File: config.mk
export PLATFORM = sky130hd
export DESIGN_NAME = msd_top
export DESIGN_NICKNAME = d
export VERILOG_FILES = /design/src/msd_pkg.sv /design/src/msd_dec_if.sv /design/src/msd_region_dec.sv /design/src/msd_top.sv
export VERILOG_INCLUDE_DIRS = /design/src
export SDC_FILE = /design/constraint.sdc
export NUM_CORES = 1
export LEC_CHECK = 0
export BUFFER_PORTS_ARGS = -buffer_cell sky130_fd_sc_hd__clkbuf_2
export CAP_MARGIN = 20
export CELL_PAD_IN_SITES_DETAIL_PLACEMENT = 0
export CELL_PAD_IN_SITES_GLOBAL_PLACEMENT = 1
export CORE_ASPECT_RATIO = 2
export CORE_UTILIZATION = 35
export CTS_BUF_LIST = sky130_fd_sc_hd__clkbuf_4
export CTS_CLUSTER_DIAMETER = 150
export CTS_CLUSTER_SIZE = 40
export DETAILED_ROUTE_END_ITERATION = 16
export HOLD_SLACK_MARGIN = 0.02
export PLACE_DENSITY = 0.79
export SLEW_MARGIN = 5
export SYNTH_ARGS = -nofsm -noshare
export SYNTH_HDL_FRONTEND = slang
export SYNTH_SLANG_ARGS = --single-unit
File: constraint.sdc
create_clock -name clk -period 2.4 [get_ports clk]
set_input_delay 0.36 -clock clk [delete_from_list [all_inputs] [get_ports clk]]
set_output_delay 0.36 -clock clk [all_outputs]
set_load 0.03 [all_outputs]
File: src/msd_cfg.svh
// Purpose: constants for the memory space decoder
// Assumes: included by bare name
// Notes: byte addresses unless stated
`ifndef MSD_CFG_SVH
`define MSD_CFG_SVH
`define MSD_PA_W 24
`define MSD_PC_W 23
`define MSD_EA_W 16
`define MSD_USER_TOP 24'h7fffff
`define MSD_RESET_ADDR 24'h000000
`define MSD_START_ADDR 24'h000002
`define MSD_IVT_LO 24'h000004
`define MSD_IVT_HI 24'h0000ff
`define MSD_AIVT_LO 24'h000100
`define MSD_AIVT_HI 24'h0001ff
`define MSD_VEC_END 24'h000200
`define MSD_CFG_LO 24'hf80000
`define MSD_CFG_HI 24'hf80017
`define MSD_DEVICE_ID_REGION_LO 24'hff0000
`define MSD_DEVICE_ID_REGION_HI 24'hfffffe
`define MSD_TPAG_CFG_BIT 7
`define MSD_PSV_BIT 15
`define MSD_RAM_BYTES 16384
`define MSD_PC_STEP 23'h000002
`endif

File: src/msd_pkg.sv
// Purpose: types for the memory space decoder
// Assumes: nothing
// Notes: region codes shared by decoder and top
package msd_pkg;
  typedef enum logic [2:0] {
    MSD_PR_RESET, MSD_PR_IVT, MSD_PR_AIVT, MSD_PR_VRSV, MSD_PR_USER, MSD_PR_CFG,
    MSD_PR_DEVICE_ID_REGION, MSD_PR_DENY
  } msd_preg_t;
  typedef enum logic [1:0] {
    MSD_DR_RAM, MSD_DR_UNIMPL, MSD_DR_PSV, MSD_DR_PSVOFF
  } msd_dreg_t;
endpackage : msd_pkg

File: src/msd_dec_if.sv
// Purpose: carrier between top and region decoder
// Assumes: msd_pkg compiled first
// Notes: purely combinational content
`timescale 1ns/1ps
interface msd_dec_if import msd_pkg::*; ();
  logic [23:0] p_addr;
  logic p_table;
  logic [7:0] p_tpage;
  msd_preg_t p_region;
  logic [15:0] rd_ea;
  logic [15:0] wr_ea;
  logic psv_en;
  msd_dreg_t rd_region;
  msd_dreg_t wr_region;
  modport top (output p_addr, p_table, p_tpage, rd_ea, wr_ea, psv_en,
    input p_region, rd_region, wr_region);
  modport dec (input p_addr, p_table, p_tpage, rd_ea, wr_ea, psv_en,
    output p_region, rd_region, wr_region);
endinterface : msd_dec_if

File: src/msd_region_dec.sv
// Purpose: single-cycle region decode of program and data addresses
// Assumes: msd_cfg.svh constants
// Notes: no state
`timescale 1ns/1ps
`include "msd_cfg.svh"
module msd_region_dec import msd_pkg::*; #(
  parameter int RAM_BYTES = `MSD_RAM_BYTES
) (
  msd_dec_if.dec d
);
  if (RAM_BYTES < 2 || RAM_BYTES > `MSD_RAM_BYTES) begin : g_ram_range
    $error("bad RAM_BYTES");
  end
  localparam logic [15:0] RAM_TOP = 16'(RAM_BYTES);

  function automatic msd_dreg_t data_reg(input logic [15:0] ea, input logic en);
    if (!ea[`MSD_PSV_BIT]) begin
      data_reg = (ea < RAM_TOP) ? MSD_DR_RAM : MSD_DR_UNIMPL;
    end else begin
      data_reg = en ? MSD_DR_PSV : MSD_DR_PSVOFF;
    end
  endfunction : data_reg

  always_comb begin
    d.rd_region = data_reg(d.rd_ea, d.psv_en);
    d.wr_region = data_reg(d.wr_ea, d.psv_en);
    if (d.p_addr <= `MSD_USER_TOP) begin
      if (d.p_addr < `MSD_IVT_LO) begin
        d.p_region = MSD_PR_RESET;
      end else if (d.p_addr <= `MSD_IVT_HI) begin
        d.p_region = MSD_PR_IVT;
      end else if (d.p_addr <= `MSD_AIVT_HI) begin
        d.p_region = MSD_PR_AIVT;
      end else begin
        d.p_region = MSD_PR_USER;
      end
    end else if (d.p_table && d.p_tpage[`MSD_TPAG_CFG_BIT]) begin
      if (d.p_addr >= `MSD_CFG_LO && d.p_addr <= `MSD_CFG_HI) begin
        d.p_region = MSD_PR_CFG;
      end else if (d.p_addr >= `MSD_DEVICE_ID_REGION_LO) begin
        d.p_region = MSD_PR_DEVICE_ID_REGION;
      end else begin
        d.p_region = MSD_PR_DENY;
      end
    end else begin
      d.p_region = MSD_PR_DENY;
    end
  end
endmodule : msd_region_dec

File: src/msd_top.sv
// Function
// - program addresses are 24 bits, from 23-bit counter or table/remap source
// - program space spans 4M instruction locations
// - ordinary fetches reach only 0x000000 to 0x7fffff
// - table ops reach configuration and id space only with page bit 7 set
// - even address is lower word, odd is upper word, top byte unused
// - program addresses stay word aligned; counter steps by two
// - addresses below 0x000200 hold reset, interrupt and trap vectors
// - fetching starts at 0x000000 after reset; jump target at 0x000002
// - primary vectors 0x000004-0x0000ff, alternate 0x000100-0x0001ff
// - read and write data addresses are generated independently
// - 16-bit byte effective addresses cover 64 Kbytes
// - bit 15 clear is data memory, set is program view window
// - at most 16 Kbytes ram; reads elsewhere return zero
// - words hold low byte at even, high byte at odd address
// - program view works only while the view enable is set
// - odd word access traps; read completes, write suppressed
////////////////////////////////////////////////////////////////////////////////
// Purpose: program counter and address decode for a 16-bit core
// Assumes: synchronous inputs, single clock, sync active high reset
// Notes: outputs registered, so decoded results show one edge after request
`timescale 1ns/1ps
`include "msd_cfg.svh"
module msd_top import msd_pkg::*; #(
  parameter int RAM_BYTES = `MSD_RAM_BYTES
) (
  input wire logic clk,
  input wire logic rst,
  input wire logic pc_step,
  input wire logic pc_down,
  input wire logic pc_load,
  input wire logic [22:0] pc_load_val,
  input wire logic tbl_req,
  input wire logic tbl_write,
  input wire logic [7:0] table_page_register,
  input wire logic [15:0] tbl_offset,
  input wire logic tbl_upper,
  input wire logic psv_enable,
  input wire logic rd_req,
  input wire logic rd_word,
  input wire logic [15:0] rd_effective_address,
  input wire logic [15:0] mem_rd_data,
  input wire logic wr_req,
  input wire logic wr_word,
  input wire logic [15:0] wr_effective_address,
  input wire logic [15:0] wr_data,
  output logic [22:0] pc,
  output logic [23:0] prog_addr,
  output logic prog_upper,
  output msd_preg_t prog_region,
  output logic prog_ok,
  output logic [15:0] rd_data,
  output msd_dreg_t rd_region,
  output logic [23:0] psv_addr,
  output logic psv_rd,
  output logic ram_we_lo,
  output logic ram_we_hi,
  output logic [13:0] ram_waddr,
  output logic [15:0] ram_wdata,
  output logic addr_err_trap
);
  if (RAM_BYTES < 2 || RAM_BYTES > `MSD_RAM_BYTES) begin : g_ram_range
    $error("bad RAM_BYTES");
  end

  msd_dec_if dif ();
  msd_region_dec #(.RAM_BYTES(RAM_BYTES)) u_dec (.d(dif.dec));

  ////////////////////////////////////////////////////////////////////////////
  // program side
  logic [22:0] pc_r, pc_nxt;
  logic [23:0] paddr_r, paddr_nxt;
  logic pupper_r, pupper_nxt;
  msd_preg_t preg_r, preg_nxt;
  logic pok_r, pok_nxt;

  // a table request owns the program address for its cycle
  assign dif.p_addr = tbl_req ? {table_page_register, tbl_offset} : {1'b0, pc_r};
  assign dif.p_table = tbl_req;
  assign dif.p_tpage = table_page_register;

  always_comb begin
    pc_nxt = pc_r;
    if (pc_load) begin
      pc_nxt = {pc_load_val[22:1], 1'b0};
    end else if (pc_step) begin
      pc_nxt = pc_down ? pc_r - `MSD_PC_STEP : pc_r + `MSD_PC_STEP;
    end
    paddr_nxt = {dif.p_addr[23:1], 1'b0};
    pupper_nxt = tbl_req & tbl_upper;
    preg_nxt = dif.p_region;
    pok_nxt = (dif.p_region != MSD_PR_DENY);
  end

  always_ff @(posedge clk) begin
    if (rst) begin
      pc_r <= 23'h000000;
      paddr_r <= 24'h000000;
      pupper_r <= 1'b0;
      preg_r <= MSD_PR_RESET;
      pok_r <= 1'b1;
    end else begin
      pc_r <= pc_nxt;
      paddr_r <= paddr_nxt;
      pupper_r <= pupper_nxt;
      preg_r <= preg_nxt;
      pok_r <= pok_nxt;
    end
  end

  ////////////////////////////////////////////////////////////////////////////
  // read generator
  logic [15:0] rdata_r, rdata_nxt;
  msd_dreg_t rreg_r, rreg_nxt;
  logic [23:0] psva_r, psva_nxt;
  logic psvrd_r, psvrd_nxt;
  logic rd_mis;

  assign dif.rd_ea = rd_effective_address;
  assign dif.psv_en = psv_enable;
  assign rd_mis = rd_req & rd_word & rd_effective_address[0];

  always_comb begin
    rdata_nxt = 16'h0000;
    if (rd_req && dif.rd_region == MSD_DR_RAM) begin
      // byte reads land in the low lane
      if (rd_word) begin
        rdata_nxt = mem_rd_data;
      end else begin
        rdata_nxt = {8'h00, rd_effective_address[0] ? mem_rd_data[15:8]
                                                    : mem_rd_data[7:0]};
      end
    end
    rreg_nxt = dif.rd_region;
    psvrd_nxt = rd_req & (dif.rd_region == MSD_DR_PSV);
    psva_nxt = {table_page_register[7:0], 1'b0, rd_effective_address[14:0]};
  end

  always_ff @(posedge clk) begin
    if (rst) begin
      rdata_r <= 16'h0000;
      rreg_r <= MSD_DR_RAM;
      psva_r <= 24'h000000;
      psvrd_r <= 1'b0;
    end else begin
      rdata_r <= rdata_nxt;
      rreg_r <= rreg_nxt;
      psva_r <= psva_nxt;
      psvrd_r <= psvrd_nxt;
    end
  end

  ////////////////////////////////////////////////////////////////////////////
  // write generator, independent of the read side
  logic [1:0] we_r, we_nxt;
  logic [13:0] wa_r, wa_nxt;
  logic [15:0] wd_r, wd_nxt;
  logic wr_mis;
  logic wr_hit;

  assign dif.wr_ea = wr_effective_address;
  assign wr_mis = wr_req & wr_word & wr_effective_address[0];
  // misaligned write still executes but never touches memory
  assign wr_hit = wr_req & ~wr_mis & (dif.wr_region == MSD_DR_RAM);

  // one enable per byte lane; lane index matches the address lsb
  for (genvar ln = 0; ln < 2; ln++) begin : g_lane
    assign we_nxt[ln] = wr_hit & (wr_word | (wr_effective_address[0] == 1'(ln)));
  end

  always_comb begin
    wa_nxt = wr_effective_address[14:1];
    // byte data shows on both lanes; the lane enable picks the one written
    wd_nxt = wr_word ? wr_data : {wr_data[7:0], wr_data[7:0]};
  end

  always_ff @(posedge clk) begin
    if (rst) begin
      we_r <= 2'h0;
      wa_r <= 14'h0000;
      wd_r <= 16'h0000;
    end else begin
      we_r <= we_nxt;
      wa_r <= wa_nxt;
      wd_r <= wd_nxt;
    end
  end

  ////////////////////////////////////////////////////////////////////////////
  // address error trap from either generator
  logic trap_r, trap_nxt;

  always_comb begin
    // one trap even when both generators misalign together
    trap_nxt = rd_mis | wr_mis;
  end

  always_ff @(posedge clk) begin
    if (rst) begin
      trap_r <= 1'b0;
    end else begin
      trap_r <= trap_nxt;
    end
  end

  ////////////////////////////////////////////////////////////////////////////
  // outputs straight from their registers
  assign pc = pc_r;
  assign prog_addr = paddr_r;
  assign prog_upper = pupper_r;
  assign prog_region = preg_r;
  assign prog_ok = pok_r;
  assign rd_data = rdata_r;
  assign rd_region = rreg_r;
  assign psv_addr = psva_r;
  assign psv_rd = psvrd_r;
  assign ram_we_lo = we_r[0];
  assign ram_we_hi = we_r[1];
  assign ram_waddr = wa_r;
  assign ram_wdata = wd_r;
  assign addr_err_trap = trap_r;
endmodule : msd_top

==> flow_summary.ini, run 1 <==
[worst_setup_path]
critPathMaxStageDelay_ns = 0.41
worstSetupEndpointType = register
cp.arrival_ns = 2.63
required_ns = 2.83
critPathSlowestCell = fa_1
critPathKind = register to register
startpoint_type = register
worstPathCellList = inv_1 > fa_1 > nand2b_4 > a211oi_2 > nor2b_2 > o211ai_4 > a31oi_2 > xor2_1 > a211oi_1
critPathMaxFanout = 3

[power_and_ir_drop]
seqPwrFrac_pct = 43.6
switching_share_pct = 31.49
internal_power_uw = 3535
power.net_switching_uw = 1625
powerDensity_mw_per_mm2 = 663.0
irDropWorstVdd_mv = 0.3167
clkPwrFrac_pct = 28.2
power_uw = 5160
combPwrFrac_pct = 28.2
leakage_uw = 0.003878

[place]
detailed_place_hpwl_mm = 14.72
dpl.cell_count = 1056
port-buffer-count = 245
gp_congestion = 0.8635

[global_routing]
grt_pass1_wl_mm = 27.22
grt_overflow = 0
antenna_found_initial = 2
grt_pass1_vias = 5144
grt_use_total_pct = 22.57
grt_max_degree = 49

[yosys]
yosys.cell_types.count = 62
synth_seq_cells = 125
synth_compound_area_share_pct = 12.20
synth_edf_count = 0
netlist.area_leader.share_pct = 45.69
async_flop_share_pct = 0
synthAdderAreaFrac_pct = 4.935
ys_warn_count = 0
synth.area.top_cells = dfxtp_1 (46%), mux2i_1 (7.9%), nor2b_1 (5.8%)
yosys.area_share.simple_pct = 21.11
synth_top_flop_cell = dfxtp_1
synth_top_family_by_area = simple AND/OR/NAND/NOR gates
avgSynthCellArea_um2 = 9.524
yosys-top-cells-count = dfxtp_1 (125), nor2_1 (76), nor2b_1 (51), mux2i_1 (43), a21oi_1 (41)
seq_area_frac_synth_pct = 45.69
synth_xor_area_share_pct = 3.518
syn_inst = 575
yosysMostFrequentCell = dfxtp_1
synth_area_mm2 = 0.005477
synth_top_area_cell = dfxtp_1
synthMuxAreaShare_pct = 8.065

[cts]
cts_root_buf = clkbuf_4
ctsHtreeMaxLevel = 4
cts_tree = built
numClockSinks = 125
worstSkewPairLatency_ns = 0.52
cts_made_buffers = 17
clk_path_buf_depth = 2
clk_pin_slew_ns = 0.10

[timing]
fin_skew_ns = 0.01086
worst_slew_pin_slew_ns = 1.053
max_slew_margin_pct = 28.78
finalSetupViolCount = 0
tns_ns = 0
finalHoldViolCount = 0
rsz0062_at_grt = no
max_freq_ghz = 0.4548
slew_violations = 0
fin_crit_sh_pct = 91.62
fin_crit_ns = 2.199

[floorplan]
dieArea_mm2 = 0.01618
num_rows = 64
io_pins = 252
start_util_pct = 35.81
die_x_um = 90.45
coreArea_mm2 = 0.01529
dieHeight_um = 178.9

[drt]
finalWirelength_mm = 18.05
post_drt_wl_per_cell_um = 16.33
num_vias = 5377
drc = 0
drt_iter0_markers = 179
ant_nets = 0
routed_via_density = 4.866
first_pass_iters = 5

[finish]
final_nets = 1040
area_delta_synth_final_pct = 42.11
postLayoutCoreUtil_pct = 50.88
final_cells = 1105
drive_gt1_share_pct = 40.66

[outcome]
status = finished, final reports clean

[run]
cap_viol_max_count = 0

[min_path]
min-delay-path-class = input pin to register
stage by stage:
step / cell area [um2] / hold slack, ns / setup WS (ns)
3_5_place_dp: 7301 / 0.5670 / -0.1297
6_report: 7782 / 0.07055 / 0.2011
4_1_cts: 7704 / 0.02274 / 0.08591
3_3_place_gp: 7301 / 0.5647 / -0.1057
5_1_grt: 7780 / 0.02164 / 0.03991
2_1_floorplan: 5484 / 0.4322 / 0.01264
worst max-delay path, delay by kind of cell (launching register included):
kind                     cells  cell delay [ns]
AO/OA/AOI/OAI                4             0.87
flip-flops                   1             0.36
adder cells (fa/ha/maj)      1             0.41
AND/OR/NAND/NOR              2             0.26
buffers and inverters        1             0.06
XOR/XNOR                     1             0.15
final cells by class:
type / count / area, um2
sequential: 125 / 2504
inverter: 11 / 41.29
multi-input combinational: 405 / 2765
fill: 1542 / 7512
antenna: 2 / 5.005
clock buffer: 20 / 150.1
tap: 198 / 247.7
clock inverter: 9 / 122.6
timing repair buffer: 335 / 1947
cell families (layout without fill, tap and decap cells):
| group | count (synthesis) | after routing |
|---|---|---|
| AND/OR/NAND/NOR | 220 | 220 |
| buffers and inverters | 47 | 375 |
| other | 1 | 5 |
| multiplexers | 44 | 44 |
| adder cells (fa/ha/maj) | 21 | 21 |
| AO/OA/AOI/OAI | 95 | 95 |
| flip-flops | 125 | 125 |
| XOR/XNOR | 22 | 22 |
cell usage in the layout, fill, tap and decap left out, types with 3 or more instances in the layout:
cell type	n
dfxtp_1	124
nor3_1	9
nor2_1	76
conb_1	3
ha_1	20
xnor2_1	14
a21o_1	3
xor2_1	8
o21ai_0	9
clkbuf_2	244
nor2b_1	50
buf_4	74
or4b_2	3
dlygate4sd3_1	17
nand4_1	6
o22ai_1	5
nor3b_1	6
a221oi_1	4
inv_1	11
and3_1	11
nand3_1	11
nor4_1	6
nand2b_1	3
a211oi_1	5
nand2_1	25
clkbuf_4	20
bufinv_16	3
mux2i_1	43
a21oi_1	41
nor4b_1	4
worst paths after layout:
check,startpoint,to,slack [ns],depth (start not counted)
max reg2reg,pc[1],pc[21],0.20,9
min,wr_data[7],ram_wdata[7],0.07,2
min reg2reg,pc[19],prog_addr[19],0.59,2
max,pc[1],pc[21],0.20,9
routing by layer:
layer	track usage (%)	part of all wire, %	vias to the layer above
met2	45.07	56	230
met1	20.82	34	2471
met3	6.149	6.1	35
li1	-	-	2641
met5	0	0	-
met4	10.28	3.7	0
power by group through the flow:
stage	registers (uW)	logic [uW]	clock network [uW]
final	2250	1460	1450
after global routing	2260	1570	1610
after CTS	2250	1450	1510
after detailed placement	2300	1420	0
after global placement	2290	1420	0
after floorplan	2540	618	0
sequential cells by signal, indices dropped and copies added, names as in the netlist:
name           count
addr_err_trap      1
pc                22
prog_addr         23
prog_ok            1
prog_region        3
prog_upper         1
psv_addr          23
psv_rd             1
ram_waddr         14
ram_wdata         16
rd_data           16
rd_region          2
we_r               2
repair_timing:
| item | in CTS | in global routing |
|---|---|---|
| hold endpoints to repair | 13 | 4 |
| hold buffers | 13 | 4 |
| setup endpoints to repair | 0 | 3 |
| setup buffers | 0 | 1 |
| gates resized for setup | 0 | 5 |
No activity file was read; power rests on OpenSTA's default activity.
==> inputs of run 2 (changes only) <==
Settings changed: PLACE_DENSITY 0.79 to 0.78, SYNTH_HIERARCHICAL from default to 1.
==> flow_summary.ini, run 2 <==
[outcome]
status = finished, final reports clean

[floorplan]
dieHeight_um = 181.5
num_rows = 65
start_util_pct = 35.75
die_x_um = 91.77
io_pins = 252
dieArea_mm2 = 0.01666
coreArea_mm2 = 0.01578

[cts]
numClockSinks = 125
cts_tree = built
cts_root_buf = clkbuf_4
postCtsSetupBuffers = 0
worstSkewPairLatency_ns = 0.54
clk_path_buf_depth = 2
cts_made_buffers = 17
clk_pin_slew_ns = 0.11
ctsHtreeMaxLevel = 4

[drt]
num_vias = 5813
post_drt_wl_per_cell_um = 16.74
finalWirelength_mm = 19.85
routed_via_density = 4.901
drc = 0
drt_iter0_markers = 165
first_pass_iters = 4
ant_nets = 0

[place]
dpl.cell_count = 1109
port-buffer-count = 245
place_ws_ns = -0.3002
gp_congestion = 0.8964
detailed_place_hpwl_mm = 16.00

[worst_setup_path]
critical_path.startpoint = pc[2]
reg2reg_from = pc[2]
critPathSlowestCell = a311o_1
critPathMaxFanout = 4
required_ns = 2.82
cp_top_family = compound AO/OA/AOI/OAI gates
critPathMaxStageDelay_ns = 0.44
cp.arrival_ns = 2.71
worst-path-buf-inv = 1
worstPathCellList = ha_1 > a211oi_2 > o21bai_2 > a311o_1 > a41oi_1 > buf_4 > xor2_1 > o22ai_1
rrSetupSlack_ns = 0.10
critPathKind = register to register
startpoint_type = register
worstSetupEndpointType = register

[yosys]
avgSynthCellArea_um2 = 9.464
ys_warn_count = 6
synth_area_mm2 = 0.005640
syn_inst = 596

[global_routing]
grt_overflow = 0
grt_use_total_pct = 23.71
grt_pass1_vias = 5877
grt_max_degree = 28
antenna_found_initial = 2
grt_pass1_wl_mm = 29.44

[finish]
area_delta_synth_final_pct = 51.24
layout_common_cells = clkbuf_2 (244), dfxtp_1 (125), buf_4 (97)
drive_gt1_share_pct = 42.12
final_nets = 1116
final_common_cell = clkbuf_2
final_cells = 1186

[timing]
fin_crit_ns = 2.296
worst_slack_ns = 0.1044
tns_ns = 0
rsz0062_at_grt = no
fin_crit_sh_pct = 95.65
finalHoldViolCount = 0
max_freq_ghz = 0.4356
slew_violations = 0
fin_skew_ns = 0.02176
finalSetupViolCount = 0

[run]
cap_viol_max_count = 0

[power_and_ir_drop]
irDropWorstVdd_mv = 0.3333
powerDensity_mw_per_mm2 = 665.0
leakage_uw = 0.004167

[min_path]
min_from = pc_load_val[5]
min-delay-path-class = input pin to register
-- run 2: power breakdown --
part           total (uW)  switching [uW]  internal, uW  leakage (uW)
Clock                1870             817          1050      0.000193
Combinational        1550             857           689       0.00294
Sequential           2260            64.7          2190       0.00103
-- run 2: routing by layer --
layer | track usage, % | vias to the layer above | part of all wire [%]
met5 | 0 | - | 0
met4 | 11.44 | 0 | 3.9
met3 | 5.360 | 45 | 5.2
met2 | 50.02 | 222 | 58
met1 | 19.47 | 2684 | 33
li1 | - | 2862 | -
-- run 2: stage by stage --
stage	cell area (um2)	power (uW)	hold slack, ns	utilization [%]
6_report	8531	5673	0.06031	54.07
5_1_grt	8531	5923	0.02720	54.07
4_1_cts	8487	5708	0.02027	53.79
3_5_place_dp	7685	3780	0.5739	48.71
3_3_place_gp	7685	3765	0.5668	48.71
2_1_floorplan	5663	3154	0.4322	-
-- run 2: path summary, 6_finish.rpt --
check,endpoint,cells past startpoint
max reg2reg,pc[18],8
min reg2reg,pc[13],2
min,pc[5],3
max,pc[18],8
-- run 2: repair_timing --
action,in CTS,in global routing
endpoints found under the hold margin,43,1
gates resized for setup,0,7
hold buffers,43,1
setup endpoints to repair,0,6
-- run 2: final cells by class --
type | instances | area [um2]
inverter | 17 | 63.81
clock inverter | 13 | 236.5
clock buffer | 18 | 135.1
timing repair buffer | 388 | 2435
sequential | 125 | 2502
fill | 1568 | 7247
tap | 201 | 251.5
multi-input combinational | 422 | 2902
antenna | 2 | 5.005
-- run 2: worst register-to-register path, stage by stage, from the launching register on --
cell	delay (ns)
dfxtp_1	0.40
ha_1	0.27
a211oi_2	0.30
o21bai_2	0.14
a311o_1	0.44
a41oi_1	0.25
buf_4	0.15
xor2_1	0.13
o22ai_1	0.09
